==> src/design/ubrg_pkg.sv <==
// Package for the serial baud generator and receive-line sampler.
// Assumes a 32-bit APB bus with a 12-bit byte address.
package ubrg_pkg;
    localparam int unsigned ADDR_W = 12;
    localparam int unsigned DATA_W = 32;
    localparam int unsigned REG_W = 8;
    localparam int unsigned PHASE_W = 6;

    // Register indices; byte address is four times the index
    localparam logic [ADDR_W-1:0] RX_CTRL_IDX = 12'h018;
    localparam logic [ADDR_W-1:0] TX_CTRL_IDX = 12'h098;
    localparam logic [ADDR_W-1:0] BAUD_DIV_IDX = 12'h099;
    localparam logic [ADDR_W-1:0] SAMPLE_STAT_IDX = 12'h09a;
    localparam logic [ADDR_W-1:0] RX_CTRL_ADDR = 12'h060;
    localparam logic [ADDR_W-1:0] TX_CTRL_ADDR = 12'h260;
    localparam logic [ADDR_W-1:0] BAUD_DIV_ADDR = 12'h264;
    localparam logic [ADDR_W-1:0] SAMPLE_STAT_ADDR = 12'h268;

    localparam logic [REG_W-1:0] RX_CTRL_RST = 8'h00;
    localparam logic [REG_W-1:0] TX_CTRL_RST = 8'h02;
    localparam logic [REG_W-1:0] BAUD_DIV_RST = 8'h00;
    localparam logic [REG_W-1:0] RX_CTRL_WMASK = 8'hf0;
    localparam logic [REG_W-1:0] TX_CTRL_WMASK = 8'hf5;
    // Transmit shift register always empty here: no transmit path
    localparam logic [REG_W-1:0] TX_CTRL_RO_SET = 8'h02;

    localparam int unsigned PORT_EN_BIT = 7;
    localparam int unsigned SYNC_BIT = 4;
    localparam int unsigned HIGH_SPEED_BIT = 2;

    // Ticks of the divisor timer per bit, less one
    localparam logic [PHASE_W-1:0] LOW_ASYNC_LAST = 6'h3f;
    localparam logic [PHASE_W-1:0] HIGH_ASYNC_LAST = 6'h0f;
    localparam logic [PHASE_W-1:0] SYNC_LAST = 6'h03;

    // Low speed: x16 clock period is four ticks; falling edges 7, 8, 9
    localparam logic [PHASE_W-1:0] LOW_SAMPLE_A = 6'h1b;
    localparam logic [PHASE_W-1:0] LOW_SAMPLE_B = 6'h1f;
    localparam logic [PHASE_W-1:0] LOW_SAMPLE_C = 6'h23;
    // High speed: x4 clock high on ticks 0-1 and low on 2-3 of each four;
    // second rise after the first fall is tick 8, so sample on 5, 6, 7
    localparam logic [PHASE_W-1:0] HIGH_SAMPLE_A = 6'h05;
    localparam logic [PHASE_W-1:0] HIGH_SAMPLE_B = 6'h06;
    localparam logic [PHASE_W-1:0] HIGH_SAMPLE_C = 6'h07;

    typedef enum logic [1:0] {
        UBRG_ASYNC_LOW = 2'b00,
        UBRG_ASYNC_HIGH = 2'b01,
        UBRG_SYNC_MASTER = 2'b10
    } ubrg_mode_e;
endpackage : ubrg_pkg

==> src/design/ubrg_baud_sampler.sv <==
// Baud rate generator with three-sample majority receive sampler.
// Assumes an APB master on ref_clk and a receive line synchronous to it.
//
// The APB register port was left to the implementer.
`timescale 1ns/1ps
`default_nettype none

module ubrg_baud_sampler (
    input wire logic ref_clk,
    input wire logic rst_n,
    input wire logic psel,
    input wire logic penable,
    input wire logic pwrite,
    input wire logic [ubrg_pkg::ADDR_W-1:0] paddr,
    input wire logic [ubrg_pkg::DATA_W-1:0] pwdata,
    output logic [ubrg_pkg::DATA_W-1:0] prdata,
    output logic pready,
    output logic pslverr,
    input wire logic serialInputPin,
    output logic overSampleTick,
    output logic bitTick,
    output logic rxBit,
    output logic rxBitValid
);
    logic [ubrg_pkg::REG_W-1:0] rxCtrl_q;
    logic [ubrg_pkg::REG_W-1:0] txCtrl_q;
    logic [ubrg_pkg::REG_W-1:0] baudDiv_q;
    logic [ubrg_pkg::REG_W-1:0] timer_q;
    logic [ubrg_pkg::PHASE_W-1:0] phase_q;
    logic [2:0] samples_q;
    logic [1:0] sampleCnt_q;
    logic [ubrg_pkg::DATA_W-1:0] prdata_q;
    logic pslverr_q;
    logic tickOut_q;
    logic bitTick_q;
    logic rxBit_q;
    logic rxBitValid_q;

    logic setup;
    logic access;
    logic wrRx;
    logic wrTx;
    logic wrDiv;
    logic mapped;
    logic timerTick;
    logic phaseLast;
    logic sampleNow;
    logic sampleLast;
    logic rxActive;
    logic [ubrg_pkg::PHASE_W-1:0] lastPhase;
    logic [2:0] newSamples;
    ubrg_pkg::ubrg_mode_e mode;

    assign setup = psel & ~penable;
    assign access = psel & penable;
    assign wrRx = access & pwrite & (paddr == ubrg_pkg::RX_CTRL_ADDR);
    assign wrTx = access & pwrite & (paddr == ubrg_pkg::TX_CTRL_ADDR);
    assign wrDiv = access & pwrite & (paddr == ubrg_pkg::BAUD_DIV_ADDR);
    assign mapped = (paddr == ubrg_pkg::RX_CTRL_ADDR) || (paddr == ubrg_pkg::TX_CTRL_ADDR)
        || (paddr == ubrg_pkg::BAUD_DIV_ADDR) || (paddr == ubrg_pkg::SAMPLE_STAT_ADDR);

    // Zero wait states: read data is captured in the setup cycle
    assign pready = access;
    assign prdata = prdata_q;
    assign pslverr = access & pslverr_q;

    always_ff @(posedge ref_clk or negedge rst_n) begin
        if (!rst_n) begin
            prdata_q <= '0;
            pslverr_q <= 1'b0;
        end else if (setup) begin
            pslverr_q <= ~mapped;
            unique case (paddr)
                ubrg_pkg::RX_CTRL_ADDR: prdata_q <= {24'h000000, rxCtrl_q};
                ubrg_pkg::TX_CTRL_ADDR: prdata_q <= {24'h000000, txCtrl_q | ubrg_pkg::TX_CTRL_RO_SET};
                ubrg_pkg::BAUD_DIV_ADDR: prdata_q <= {24'h000000, baudDiv_q};
                ubrg_pkg::SAMPLE_STAT_ADDR: prdata_q <= {24'h000000, 1'b0, sampleCnt_q, samples_q, rxBit_q,
                    rxBitValid_q};
                default: prdata_q <= '0;
            endcase
        end
    end

    always_ff @(posedge ref_clk or negedge rst_n) begin
        if (!rst_n) begin
            rxCtrl_q <= ubrg_pkg::RX_CTRL_RST;
            txCtrl_q <= ubrg_pkg::TX_CTRL_RST & ubrg_pkg::TX_CTRL_WMASK;
            baudDiv_q <= ubrg_pkg::BAUD_DIV_RST;
        end else begin
            if (wrRx) begin
                rxCtrl_q <= pwdata[ubrg_pkg::REG_W-1:0] & ubrg_pkg::RX_CTRL_WMASK;
            end
            if (wrTx) begin
                txCtrl_q <= pwdata[ubrg_pkg::REG_W-1:0] & ubrg_pkg::TX_CTRL_WMASK;
            end
            if (wrDiv) begin
                baudDiv_q <= pwdata[ubrg_pkg::REG_W-1:0];
            end
        end
    end

    // Sync mode outranks the high-speed select
    always_comb begin
        if (txCtrl_q[ubrg_pkg::SYNC_BIT]) begin
            mode = ubrg_pkg::UBRG_SYNC_MASTER;
        end else if (txCtrl_q[ubrg_pkg::HIGH_SPEED_BIT]) begin
            mode = ubrg_pkg::UBRG_ASYNC_HIGH;
        end else begin
            mode = ubrg_pkg::UBRG_ASYNC_LOW;
        end
    end

    always_comb begin
        unique case (mode)
            ubrg_pkg::UBRG_ASYNC_LOW: lastPhase = ubrg_pkg::LOW_ASYNC_LAST;
            ubrg_pkg::UBRG_ASYNC_HIGH: lastPhase = ubrg_pkg::HIGH_ASYNC_LAST;
            ubrg_pkg::UBRG_SYNC_MASTER: lastPhase = ubrg_pkg::SYNC_LAST;
            default: lastPhase = ubrg_pkg::LOW_ASYNC_LAST;
        endcase
    end

    // Timer ticks once every divisor+1 clocks
    assign timerTick = (timer_q == '0) & ~wrDiv;
    assign phaseLast = phase_q >= lastPhase;

    always_ff @(posedge ref_clk or negedge rst_n) begin
        if (!rst_n) begin
            timer_q <= ubrg_pkg::BAUD_DIV_RST;
        end else if (wrDiv) begin
            timer_q <= pwdata[ubrg_pkg::REG_W-1:0];
        end else if (timerTick) begin
            timer_q <= baudDiv_q;
        end else begin
            timer_q <= timer_q - 8'h01;
        end
    end

    // Mode change restarts the bit phase so it never exceeds the new ratio
    always_ff @(posedge ref_clk or negedge rst_n) begin
        if (!rst_n) begin
            phase_q <= '0;
        end else if (wrDiv || wrTx) begin
            phase_q <= '0;
        end else if (timerTick) begin
            phase_q <= phaseLast ? '0 : phase_q + 6'h01;
        end
    end

    always_ff @(posedge ref_clk or negedge rst_n) begin
        if (!rst_n) begin
            tickOut_q <= 1'b0;
            bitTick_q <= 1'b0;
        end else begin
            tickOut_q <= timerTick & ~txCtrl_q[ubrg_pkg::SYNC_BIT];
            bitTick_q <= timerTick & phaseLast & ~wrTx;
        end
    end
    assign overSampleTick = tickOut_q;
    assign bitTick = bitTick_q;

    assign rxActive = rxCtrl_q[ubrg_pkg::PORT_EN_BIT] & ~txCtrl_q[ubrg_pkg::SYNC_BIT];

    always_comb begin
        sampleNow = 1'b0;
        sampleLast = 1'b0;
        if (mode == ubrg_pkg::UBRG_ASYNC_LOW) begin
            sampleNow = (phase_q == ubrg_pkg::LOW_SAMPLE_A) || (phase_q == ubrg_pkg::LOW_SAMPLE_B)
                || (phase_q == ubrg_pkg::LOW_SAMPLE_C);
            sampleLast = phase_q == ubrg_pkg::LOW_SAMPLE_C;
        end else if (mode == ubrg_pkg::UBRG_ASYNC_HIGH) begin
            sampleNow = (phase_q == ubrg_pkg::HIGH_SAMPLE_A) || (phase_q == ubrg_pkg::HIGH_SAMPLE_B)
                || (phase_q == ubrg_pkg::HIGH_SAMPLE_C);
            sampleLast = phase_q == ubrg_pkg::HIGH_SAMPLE_C;
        end
        sampleNow = sampleNow & timerTick & rxActive & ~wrTx;
        sampleLast = sampleLast & sampleNow;
    end

    assign newSamples = {samples_q[1:0], serialInputPin};

    always_ff @(posedge ref_clk or negedge rst_n) begin
        if (!rst_n) begin
            samples_q <= 3'h7;
            sampleCnt_q <= 2'h0;
        end else if (sampleNow) begin
            samples_q <= newSamples;
            sampleCnt_q <= sampleLast ? 2'h0 : sampleCnt_q + 2'h1;
        end
    end

    // Two of three agree; idle line reads high after reset
    always_ff @(posedge ref_clk or negedge rst_n) begin
        if (!rst_n) begin
            rxBit_q <= 1'b1;
            rxBitValid_q <= 1'b0;
        end else begin
            rxBitValid_q <= sampleLast;
            if (sampleLast) begin
                rxBit_q <= (newSamples[0] & newSamples[1]) | (newSamples[0] & newSamples[2])
                    | (newSamples[1] & newSamples[2]);
            end
        end
    end
    assign rxBit = rxBit_q;
    assign rxBitValid = rxBitValid_q;

    AST_TIMER_RELOAD: assert property (@(posedge ref_clk) disable iff (!rst_n)
        timerTick |=> (timer_q == $past(baudDiv_q)) || $past(wrDiv))
        else $error("Baud timer did not reload from divisor");
    AST_DIV_WRITE_RESTART: assert property (@(posedge ref_clk) disable iff (!rst_n)
        wrDiv |=> (timer_q == $past(pwdata[7:0])) && (phase_q == '0) && !bitTick_q)
        else $error("Divisor write did not restart the timer");
    AST_DIV_ZERO: assert property (@(posedge ref_clk) disable iff (!rst_n)
        (baudDiv_q == '0) && (timer_q == '0) && !wrDiv |=> (timer_q == '0))
        else $error("Divisor zero did not tick every clock");
    AST_LOW_RATIO: assert property (@(posedge ref_clk) disable iff (!rst_n)
        timerTick && (mode == ubrg_pkg::UBRG_ASYNC_LOW) && !wrTx && (phase_q == 6'h3f) |=>
        (phase_q == '0) && bitTick_q)
        else $error("Low speed bit period is not 64 ticks");
    AST_HIGH_RATIO: assert property (@(posedge ref_clk) disable iff (!rst_n)
        (mode == ubrg_pkg::UBRG_ASYNC_HIGH) && !$past(wrTx) && $past(mode == ubrg_pkg::UBRG_ASYNC_HIGH) |->
        phase_q <= 6'h0f)
        else $error("High speed phase exceeds 16 ticks");
    AST_SYNC_RATIO: assert property (@(posedge ref_clk) disable iff (!rst_n)
        timerTick && txCtrl_q[4] && !wrTx && (phase_q == 6'h03) |=> (phase_q == '0) && bitTick_q && !overSampleTick)
        else $error("Sync bit period is not 4 ticks");
    AST_SAMPLE_LOW: assert property (@(posedge ref_clk) disable iff (!rst_n)
        sampleNow && !txCtrl_q[2] |-> (phase_q == 6'h1b) || (phase_q == 6'h1f) || (phase_q == 6'h23))
        else $error("Low speed sample taken off the 7th to 9th edge");
    AST_SAMPLE_HIGH: assert property (@(posedge ref_clk) disable iff (!rst_n)
        sampleNow && txCtrl_q[2] |-> (phase_q >= 6'h05) && (phase_q <= 6'h07))
        else $error("High speed sample taken outside ticks 5 to 7");
    AST_MAJORITY: assert property (@(posedge ref_clk) disable iff (!rst_n)
        rxBitValid_q |-> rxBit_q == ((samples_q[0] & samples_q[1]) | (samples_q[0] & samples_q[2])
        | (samples_q[1] & samples_q[2])))
        else $error("Received bit disagrees with sample majority");
    AST_OVERSAMPLE: assert property (@(posedge ref_clk) disable iff (!rst_n)
        bitTick_q && !txCtrl_q[4] && !$past(wrTx) |-> overSampleTick)
        else $error("Bit tick without an oversample tick");

    // Timer never runs above the divisor, so a write can never stretch a period
    AST_DIV_STORE: assert property (@(posedge ref_clk) disable iff (!rst_n)
        wrDiv |=> (baudDiv_q == $past(pwdata[ubrg_pkg::REG_W-1:0])))
        else $error("Divisor write not stored");
    AST_TIMER_BOUND: assert property (@(posedge ref_clk) disable iff (!rst_n)
        timer_q <= baudDiv_q)
        else $error("Baud timer above the divisor");
    AST_TIMER_COUNT: assert property (@(posedge ref_clk) disable iff (!rst_n)
        !timerTick && !wrDiv |=> (timer_q == $past(timer_q) - 8'h01))
        else $error("Baud timer did not count down");
    AST_PHASE_HOLD: assert property (@(posedge ref_clk) disable iff (!rst_n)
        !timerTick && !wrDiv && !wrTx |=> $stable(phase_q))
        else $error("Bit phase moved without a timer tick");
    AST_BIT_TICK_SOURCE: assert property (@(posedge ref_clk) disable iff (!rst_n)
        bitTick_q |-> $past(timerTick) && $past(phaseLast))
        else $error("Bit tick without a last-phase timer tick");
    AST_OVERSAMPLE_SOURCE: assert property (@(posedge ref_clk) disable iff (!rst_n)
        overSampleTick |-> $past(timerTick) && !$past(txCtrl_q[ubrg_pkg::SYNC_BIT]))
        else $error("Oversample tick without an async timer tick");
    AST_ASYNC_OVERSAMPLE: assert property (@(posedge ref_clk) disable iff (!rst_n)
        timerTick && !txCtrl_q[ubrg_pkg::SYNC_BIT] |=> overSampleTick)
        else $error("Async timer tick gave no oversample tick");
    AST_SYNC_MODE: assert property (@(posedge ref_clk) disable iff (!rst_n)
        txCtrl_q[ubrg_pkg::SYNC_BIT] |->
        (mode == ubrg_pkg::UBRG_SYNC_MASTER) && (lastPhase == ubrg_pkg::SYNC_LAST))
        else $error("Sync mode followed the high-speed select");
    AST_SYNC_QUIET: assert property (@(posedge ref_clk) disable iff (!rst_n)
        $past(txCtrl_q[ubrg_pkg::SYNC_BIT]) |-> !overSampleTick)
        else $error("Oversample tick in sync mode");
    AST_SYNC_PHASE: assert property (@(posedge ref_clk) disable iff (!rst_n)
        txCtrl_q[ubrg_pkg::SYNC_BIT] && !$past(wrTx) && $past(txCtrl_q[ubrg_pkg::SYNC_BIT]) |->
        (phase_q <= ubrg_pkg::SYNC_LAST))
        else $error("Sync phase exceeds four ticks");
    AST_SAMPLE_ENABLE: assert property (@(posedge ref_clk) disable iff (!rst_n)
        sampleNow |-> rxCtrl_q[ubrg_pkg::PORT_EN_BIT] && !txCtrl_q[ubrg_pkg::SYNC_BIT] && timerTick)
        else $error("Sample taken while the receiver is off");
    AST_SAMPLE_SHIFT: assert property (@(posedge ref_clk) disable iff (!rst_n)
        sampleNow |=> (samples_q[0] == $past(serialInputPin)) && (samples_q[2:1] == $past(samples_q[1:0])))
        else $error("Sample not shifted in from the line");
    AST_VALID_SOURCE: assert property (@(posedge ref_clk) disable iff (!rst_n)
        rxBitValid_q |-> $past(sampleLast))
        else $error("Bit valid without a third sample");
    AST_RXBIT_HOLD: assert property (@(posedge ref_clk) disable iff (!rst_n)
        !rxBitValid_q |-> $stable(rxBit_q))
        else $error("Received bit changed without a valid pulse");
    AST_VALID_SPACING: assert property (@(posedge ref_clk) disable iff (!rst_n)
        rxBitValid_q |=> !rxBitValid_q)
        else $error("Two bit decisions in adjacent cycles");
endmodule : ubrg_baud_sampler

`default_nettype wire

==> config.mk <==
export PLATFORM = sky130hd
export DESIGN_NAME = ubrg_baud_sampler
export DESIGN_NICKNAME = d
export VERILOG_FILES = /design/src/design/ubrg_pkg.sv /design/src/design/ubrg_baud_sampler.sv
export SDC_FILE = /design/constraint.sdc
export NUM_CORES = 1
export LEC_CHECK = 0
export BUFFER_PORTS_ARGS = -buffer_cell sky130_fd_sc_hd__buf_2
export CORE_MARGIN = 1.5
export CORE_UTILIZATION = 30
export DETAILED_ROUTE_END_ITERATION = 8
export HOLD_SLACK_MARGIN = 0.03
export SYNTH_ARGS = -nofsm -noshare
export SYNTH_HDL_FRONTEND = slang
export SYNTH_SLANG_ARGS = --single-unit
==> constraint.sdc <==
create_clock -name ref_clk -period 5.7 [get_ports ref_clk]
set_clock_uncertainty 0.1 [all_clocks]
set_input_delay 0.285 -clock ref_clk [delete_from_list [all_inputs] [get_ports ref_clk]]
set_output_delay 0.285 -clock ref_clk [all_outputs]
set_load 0.05 [all_outputs]
Word level (Yosys, flattened, before mapping):

Index checks and enable logic that the tools add are counted.

* bits in registers: 74
* input bits: 50
* output and inout port bits: 38
* word-level logic and storage cells: 80

* $add $sub $neg: 3
* $lt $le $gt $ge: 1
* equality and inequality tests: 12
* multiplexer cells: 14
* bitwise gates (word level): 26
* reductions and logical operators: 11

Operator list (number)
* == test 12 x 10 -> 1 bit (second input constant): 3
* one-hot mux 8 bit (4 select lines): 1
* AND 1 bit: 19
* == test 6 x 3 -> 1 bit (second input constant): 3
* 2-to-1 mux 6 bit: 3
* 2-to-1 mux 8 bit: 2
* == test 12 x 7 -> 1 bit (second input constant): 1
* == test 6 x 5 -> 1 bit (second input constant): 2
* one-hot mux 6 bit (2 select lines): 1
* logical NOT 8 bit: 1
* logical OR 1 bit: 8
* subtractor 8 x 1 -> 8 bit (second input constant): 1
* adder 6 x 1 -> 6 bit (second input constant): 1
* == test 6 bit (second input constant): 1
* greater-or-equal comparator 6 bit: 1
* 2-to-1 mux 1 bit: 5
* inverter 1 bit: 5
* 2-to-1 mux 2 bit: 2
* adder 2 x 1 -> 2 bit (second input constant): 1
* == test 2 x 1 -> 1 bit (second input constant): 1
* == test 2 bit (second input constant): 1
* logical NOT 2 bit: 1
* bitwise OR 1 bit: 2
* nonzero test 2 bit: 1

Longest topological paths before layout:

Gate-level depths: netlist (run 1).

* depth in word-level cells: 10
* depth in mapped cells: 9
* depth with buffers taken out: 7

Worst setup path after synthesis (run 1):

OpenSTA, ideal clock, no wires.

* kind: register -> register
* start: register phase_q[0] (netlist bit)
* end: register rxBit_q, in the netlist rxBit
* library setup time: 85 ps
* data arrival time: 2252 ps
* required time: 5515 ps
* slack: 3263 ps
* stages on the path, launching flop included: 6
* path buffers: 0
* period minus slack after synthesis: 2437 ps
* path through: dfrtp_1 -> ha_1 -> or4b_2 -> a21o_1 -> or4_1 -> mux2_1

* word-level cells in the longest chain between the ends: 9
* elaborated cells on any way between the ends: 18
* classes of those cells: eq/ne (6); mux (4); bitwise (4); reduce/logical (4)

RTL lines
* start: declaration: RTL line ubrg_baud_sampler.sv:29 `logic [ubrg_pkg::PHASE_W-1:0] phase_q;`
* start signal: assignment: RTL line ubrg_baud_sampler.sv:145 `phase_q <= phaseLast ? '0 : phase_q + 6'h01;`
* == test 6 x 3 -> 1 bit: RTL line ubrg_baud_sampler.sv:171 `sampleNow = (phase_q == ubrg_pkg::HIGH_SAMPLE_A) || (phase_q == ubrg_pkg::HIGH_SAMPLE_B)`
* logical OR 1 bit: RTL line ubrg_baud_sampler.sv:171
* logical OR 1 bit: RTL line ubrg_baud_sampler.sv:172 `|| (phase_q == ubrg_pkg::HIGH_SAMPLE_C);`
* 2-to-1 mux 1 bit: RTL line ubrg_baud_sampler.sv:170 `end else if (mode == ubrg_pkg::UBRG_ASYNC_HIGH) begin`
* 2-to-1 mux 1 bit: RTL line ubrg_baud_sampler.sv:166 `if (mode == ubrg_pkg::UBRG_ASYNC_LOW) begin`
* AND 1 bit (3 in a row): RTL line ubrg_baud_sampler.sv:175 `sampleNow = sampleNow & timerTick & rxActive & ~wrTx;`
* AND 1 bit (*): RTL line ubrg_baud_sampler.sv:176 `sampleLast = sampleLast & sampleNow;`
* end signal: assignment: RTL line ubrg_baud_sampler.sv:199 `rxBit_q <= (newSamples[0] & newSamples[1]) | (newSamples[0] & newSamples[2])`
* end: declaration: RTL line ubrg_baud_sampler.sv:36 `logic rxBit_q;`

Mark *: on every way between the ends. The rest lies on a longest branch, timed or not.
A chain may end at the register's enable or synchronous reset.

Worst setup path after layout (run 1):

* start: register timer_q[3] (netlist bit)
* end: register rxBit_q, in the netlist rxBit

* word-level cells in the longest chain between the ends: 6

RTL lines
* start: declaration: RTL line ubrg_baud_sampler.sv:28 `logic [ubrg_pkg::REG_W-1:0] timer_q;`
* start signal: assignment: RTL line ubrg_baud_sampler.sv:128 `timer_q <= ubrg_pkg::BAUD_DIV_RST;`
* start signal: assignment: RTL line ubrg_baud_sampler.sv:130 `timer_q <= pwdata[ubrg_pkg::REG_W-1:0];`
* start signal: assignment: RTL line ubrg_baud_sampler.sv:132 `timer_q <= baudDiv_q;`
* logical NOT 8 bit: RTL line ubrg_baud_sampler.sv:123 `assign timerTick = (timer_q == '0) & ~wrDiv;`
* AND 1 bit: RTL line ubrg_baud_sampler.sv:123
* AND 1 bit (3 in a row): RTL line ubrg_baud_sampler.sv:175
* AND 1 bit: RTL line ubrg_baud_sampler.sv:176

No other way between the ends.

==> results.cfg, run 1 <==
[clocking]
tritoncts = yes
numCtsBuffers = 5
insertion_delay_ns = 0.30
cts-root-buf = clkbuf_8
clk_path_buf_depth = 2
cts_sinks = 50
clkSlewWorstSetupHoldPaths_ns = 0.09
cts_resized = 0
htreeDepth = 2

[power]
power.internal_uw = 673
power_uw = 978
p_sw_uw = 305
seqPwrFrac_pct = 42.8
leakage_nw = 1.59
peakVddDrop_uv = 129
combPwrFrac_pct = 26.0
power.density_nw_per_um2 = 299
clock_power_share_pct = 31.2
sw_frac_of_total_pct = 31.2

[setup_path]
cp_max_fo = 13
slowest_stage = nor3_2
path_cells = or4_4 > nor3_2 > nand3b_1 > or4_1 > mux2_1
slowest_delay_ns = 0.70
cp_top_family = simple AND/OR/NAND/NOR gates
arrival_ns = 3.17
cp.required_ns = 5.83
cp_num_buf_inv = 0
cp-start-kind = flop
ff2ff_path_depth = 5
crit_type = reg -> reg
cp.depth = 5
critPathCaptureType = flop

[yosys]
yosysSeqAreaShare_pct = 43.8
avgSynthCellArea_um2 = 9.56
netlist_area_um2 = 2870
synth_edf_count = 0
synthArstFlopShare_pct = 100
synth_top_cell_area_share_pct = 40.1
ys.flop_type = dfrtp_1
synthCells = 300
yosysMostFrequentCell = dfrtp_1
synth_top_area_cell = dfrtp_1
ys_top_cells_by_count = dfrtp_1 (46), nand2_1 (43), buf_4 (24)
synth_seq_cells = 50
synth_area_leaders = dfrtp_1 (40%), buf_4 (6.3%), mux2_2 (6.3%), nand2_1 (5.6%), ha_1 (4.4%)
yosys.cell_types.count = 53
synth_warnings = 0

[floorplan]
ios = 88
initial_utilization_pct = 31.0
rows = 35
die_w_um = 101
die-area_um2 = 10200
core_area_um2 = 9240
fp.dieH_um = 101

[final_layout]
area_growth_syn_to_layout_pct = 13.9
fin_nets = 400
finalInstanceArea_um2 = 3270
final_layout_size_suffix_gt1_share_pct = 21.7
postLayoutCoreUtil_pct = 35.4
antennaDiodeCount = 0

[sta]
drv_slew = 0
fmax_mhz = 330
tightest_slew_ns = 1.01
layout_setup_ws_ns = 2.67
rsz0062_at_grt = no
finalSetupViolations = 0
hold_violations = 0
period_needed_ns = 3.03
setup_tns_ns = 0
maxSlewHeadroom_pct = 32.7
fin_crit_sh_pct = 53.2

[placed_design]
dp_hpwl_um = 4800
place_ws_ns = 2.66
gp_congestion = 0.740
place_area_um2 = 3120
portBuffers = 39

[outcome]
status = complete, no violations

[routing]
vias_per_cell = 4.75
ant_nets = 0
drt-initial-drc-count = 126
vias = 2231
drt_pass1_iterations = 4
drc = 0
wl_per_cell_um = 13.3
drt-total-wl_um = 6260

[global_route]
grt_start_max_net_pins = 51
grt_pass1_wl_um = 10300
antenna_found_initial = 0
grt_pass1_vias = 2076
grt-ovfl-total = 0
track_usage_pct = 12.9

[hold_path]
hold_depth = 3
hold_path.class = in -> reg

[job]
maxCapViolCount = 0
[placed cells by master (no fill, tap or decap), types with 4 or more instances in the layout]
cell | netlist | layout
nor2_1 | 20 | 20
nor3_1 | 7 | 7
inv_1 | 10 | 10
o21ai_0 | 17 | 17
a21oi_1 | 13 | 13
ha_1 | 10 | 10
buf_2 | 1 | 39
clkbuf_8 | 0 | 6
conb_1 | 1 | 24
a22oi_1 | 7 | 7
nand2_1 | 43 | 43
mux2_1 | 5 | 5
dfrtp_1 | 46 | 46
mux2_2 | 16 | 16
nand3_1 | 8 | 8
xnor2_1 | 4 | 4
or3_1 | 6 | 6
dfstp_2 | 4 | 4
[through the flow]
step	std cells	hold WS [ns]
2_1_floorplan	323	-0.111
3_3_place_gp	461	0.337
3_5_place_dp	461	0.345
4_1_cts	470	0.0750
5_1_grt	470	0.0688
6_report	470	0.0883
[what timing repair did]
action,in CTS,in global routing
hold endpoints to repair,46,0
buffers inserted,0,0
hold buffers,1,0
[path summary, 6_finish.rpt]
check                           start      endpoint  slack [ns]
max                        timer_q[3]         rxBit        2.67
min                         pwdata[3]  baudDiv_q[3]        0.09
max reg2reg                timer_q[3]         rxBit        2.67
min reg2reg                 prdata[7]     prdata[7]        0.39
max in group asynchronous       rst_n   txCtrl_q[0]        4.54
min in group asynchronous       rst_n    phase_q[4]        0.51
[flip-flops by register name (all words and copies together), names as in the netlist]
name,cells
baudDiv_q,8
bitTick,1
overSampleTick,1
phase_q,6
prdata,8
pslverr_q,1
rxBit,1
rxBitValid,1
rxCtrl_q,4
sampleCnt_q,2
samples_q,3
timer_q,8
txCtrl_q,6
[area by class of cell]
cell class / count / area [um2]
clock inverter: 2 / 60.1
sequential: 50 / 1260
timing repair buffer: 42 / 220
multi-input combinational: 231 / 1450
fill: 951 / 5970
clock buffer: 6 / 82.6
tap: 129 / 161
inverter: 10 / 37.5
[power groups by stage]
stage / logic, mW / registers, mW / clock network (mW)
global placement: 0.248 / 0.425 / 0
global route: 0.286 / 0.425 / 0.333
finish: 0.254 / 0.419 / 0.305
detailed placement: 0.253 / 0.426 / 0
floorplan: 0.216 / 0.418 / 0
CTS: 0.255 / 0.420 / 0.315
[worst register-to-register path: cells and delay by family, from the launching register on]
kind | cells | cell delay (ns)
AND/OR/NAND/NOR | 4 | 2.11
multiplexers | 1 | 0.34
flip-flops | 1 | 0.42
[layer usage]
| metal | global-route usage, % | up-vias | part of all wire [%] |
|---|---|---|---|
| li1 | - | 1092 | - |
| met2 | 20.0 | 57 | 48 |
| met1 | 18.1 | 1074 | 46 |
| met5 | 0 | - | 0 |
| met4 | 3.90 | 0 | 1.7 |
| met3 | 2.77 | 8 | 4.2 |
[kinds of logic after synthesis]
| group | after synthesis | synth area share [%] |
|---|---|---|
| muxes | 24 | 9.29 |
| and+or+nand+nor | 111 | 19.5 |
| buffers and inverters | 42 | 8.68 |
| adders and majority gates | 11 | 4.71 |
| AOI/OAI and AO/OA | 56 | 12.4 |
| other | 1 | 0.131 |
| xor gates and xnor gates | 5 | 1.53 |
| DFF | 50 | 43.8 |
(Power assumes the default switching activity.)
==> run 2: changes to the inputs <==
==> constraint.sdc (replaced) <==
create_clock -name ref_clk -period 3 [get_ports ref_clk]
set_clock_uncertainty 0.1 [all_clocks]
set_input_delay 0.15 -clock ref_clk [delete_from_list [all_inputs] [get_ports ref_clk]]
set_output_delay 0.15 -clock ref_clk [all_outputs]
set_load 0.05 [all_outputs]
==> results.cfg, run 2 (same netlist as run 1, synthesis figures left out) <==
[setup_path]
slowest_delay_ns = 0.63
ff2ff_path_depth = 5
r2r_slack_ns = 0.35
slowest_stage = or4b_2
cp_max_fo = 6
r2r-start = phase_q[1]
cp-start-kind = flop
cp_num_buf_inv = 0
cp.required_ns = 3.14
cp_top_family = simple AND/OR/NAND/NOR gates
critPathCaptureType = flop
arrival_ns = 2.80
r2r-end = rxBit
path_cells = ha_1 > or4b_2 > a21o_1 > or4_1 > mux2_1
crit_type = reg -> reg

[final_layout]
antennaDiodeCount = 0
finalInstanceArea_um2 = 3350
fill_cells = 925
fin_nets = 414
multi_input_area_um2 = 1450
final_layout_size_suffix_gt1_share_pct = 22.3
final_common_cell = dfrtp_1
area_growth_syn_to_layout_pct = 16.7
postLayoutCoreUtil_pct = 36.2
final_cell_mix = dfrtp_1 (46), nand2_1 (43), buf_2 (39), conb_1 (24), nor2_1 (20)
regArea_um2 = 1260

[hold_path]
holdPathEnd = phase_q[1]
min_from = paddr[3]
hold_path.class = in -> reg
hold_depth = 4

[clocking]
holdBufCountCts = 10
cts_sinks = 50
cts_setup_buffers = 0
clkSlewWorstSetupHoldPaths_ns = 0.10
htreeDepth = 2
insertion_delay_ns = 0.31
cts-root-buf = clkbuf_8
numCtsBuffers = 5
tritoncts = yes
clk_path_buf_depth = 2
cts_resized = 0

[global_route]
grt-ovfl-total = 0
grt_pass1_vias = 2083
grt_pass1_wl_um = 10500
grt_start_max_net_pins = 35
antenna_found_initial = 0
track_usage_pct = 13.2

[sta]
fmax_mhz = 377
drv_slew = 0
fin_crit_sh_pct = 88.5
whs_ns = 0.215
finalSetupViolations = 0
setup_tns_ns = 0
layout_setup_ws_ns = 0.345
maxSlewHeadroom_pct = 49.0
hold_violations = 0
period_needed_ns = 2.65
tightest_slew_ns = 0.765
rsz0062_at_grt = no

[placed_design]
gp_congestion = 0.790
dp_hpwl_um = 4830
place_area_um2 = 3150
place_ws_ns = 0.385
portBuffers = 39

[floorplan]
core_area_um2 = 9240
initial_utilization_pct = 31.0
rows = 35
fp.dieH_um = 101
die-area_um2 = 10200
ios = 88
die_w_um = 101

[routing]
drt-initial-drc-count = 109
ant_nets = 0
drt_pass1_iterations = 4
drc = 0
drt-total-wl_um = 6400
vias_per_cell = 4.70
wl_per_cell_um = 13.2
vias = 2273

[power]
power.density_nw_per_um2 = 511
peakVddDrop_uv = 244
leakage_nw = 1.63

[job]
maxCapViolCount = 0

[outcome]
status = complete, no violations
-- run 2: worst register-to-register path, delay by kind of cell, from the launching register on --
| kind | cells | cell delay [ns] |
|---|---|---|
| adders and majority gates | 1 | 0.32 |
| and+or+nand+nor | 2 | 1.20 |
| DFF | 1 | 0.46 |
| AOI/OAI and AO/OA | 1 | 0.17 |
| muxes | 1 | 0.34 |
-- run 2: layout make-up --
| class | count | area share (%) |
|---|---|---|
| Sequential cell | 50 | 37.5 |
| Timing Repair Buffer | 56 | 10.4 |
| Tap cell | 129 | 4.82 |
| Inverter | 10 | 1.12 |
| Clock buffer | 5 | 2.06 |
| Multi-Input combinational cell | 231 | 43.3 |
| Clock inverter | 3 | 0.748 |
-- run 2: metal layers --
| metal | global-route usage, % | vias up | part of all wire, % |
|---|---|---|---|
| li1 | - | 1126 | - |
| met1 | 17.9 | 1083 | 46 |
| met2 | 21.2 | 56 | 50 |
| met3 | 2.50 | 8 | 2.9 |
| met4 | 4.44 | 0 | 1.3 |
| met5 | 0 | - | 0 |
-- run 2: metrics by stage --
stage                     instances  total power [mW]
after detailed placement        466              1.30
after global placement          466              1.29
final                           484              1.71
after floorplan                 323              1.20
after CTS                       484              1.73
after global routing            484              1.83
-- run 2: worst max path at each step --
stage	startpoint	to	slack, ns	cells after the start
6_report	phase_q[1]	rxBit	0.35	5
5_1_grt	phase_q[0]	rxBit	0.25	5
4_1_cts	phase_q[0]	rxBit	0.36	5
3_5_place_dp	phase_q[0]	rxBit	0.39	5
3_3_place_gp	phase_q[1]	rxBit	0.42	5
2_1_floorplan	phase_q[0]	rxBit	0.56	5
-- run 2: where the power goes --
| group | internal (mW) | leakage, nW | switching, mW |
|---|---|---|---|
| sequential | 0.733 | 0.635 | 0.0652 |
| clock | 0.169 | 0.0447 | 0.244 |
| combinational | 0.203 | 0.947 | 0.297 |
| total | 1.10 | 1.63 | 0.607 |
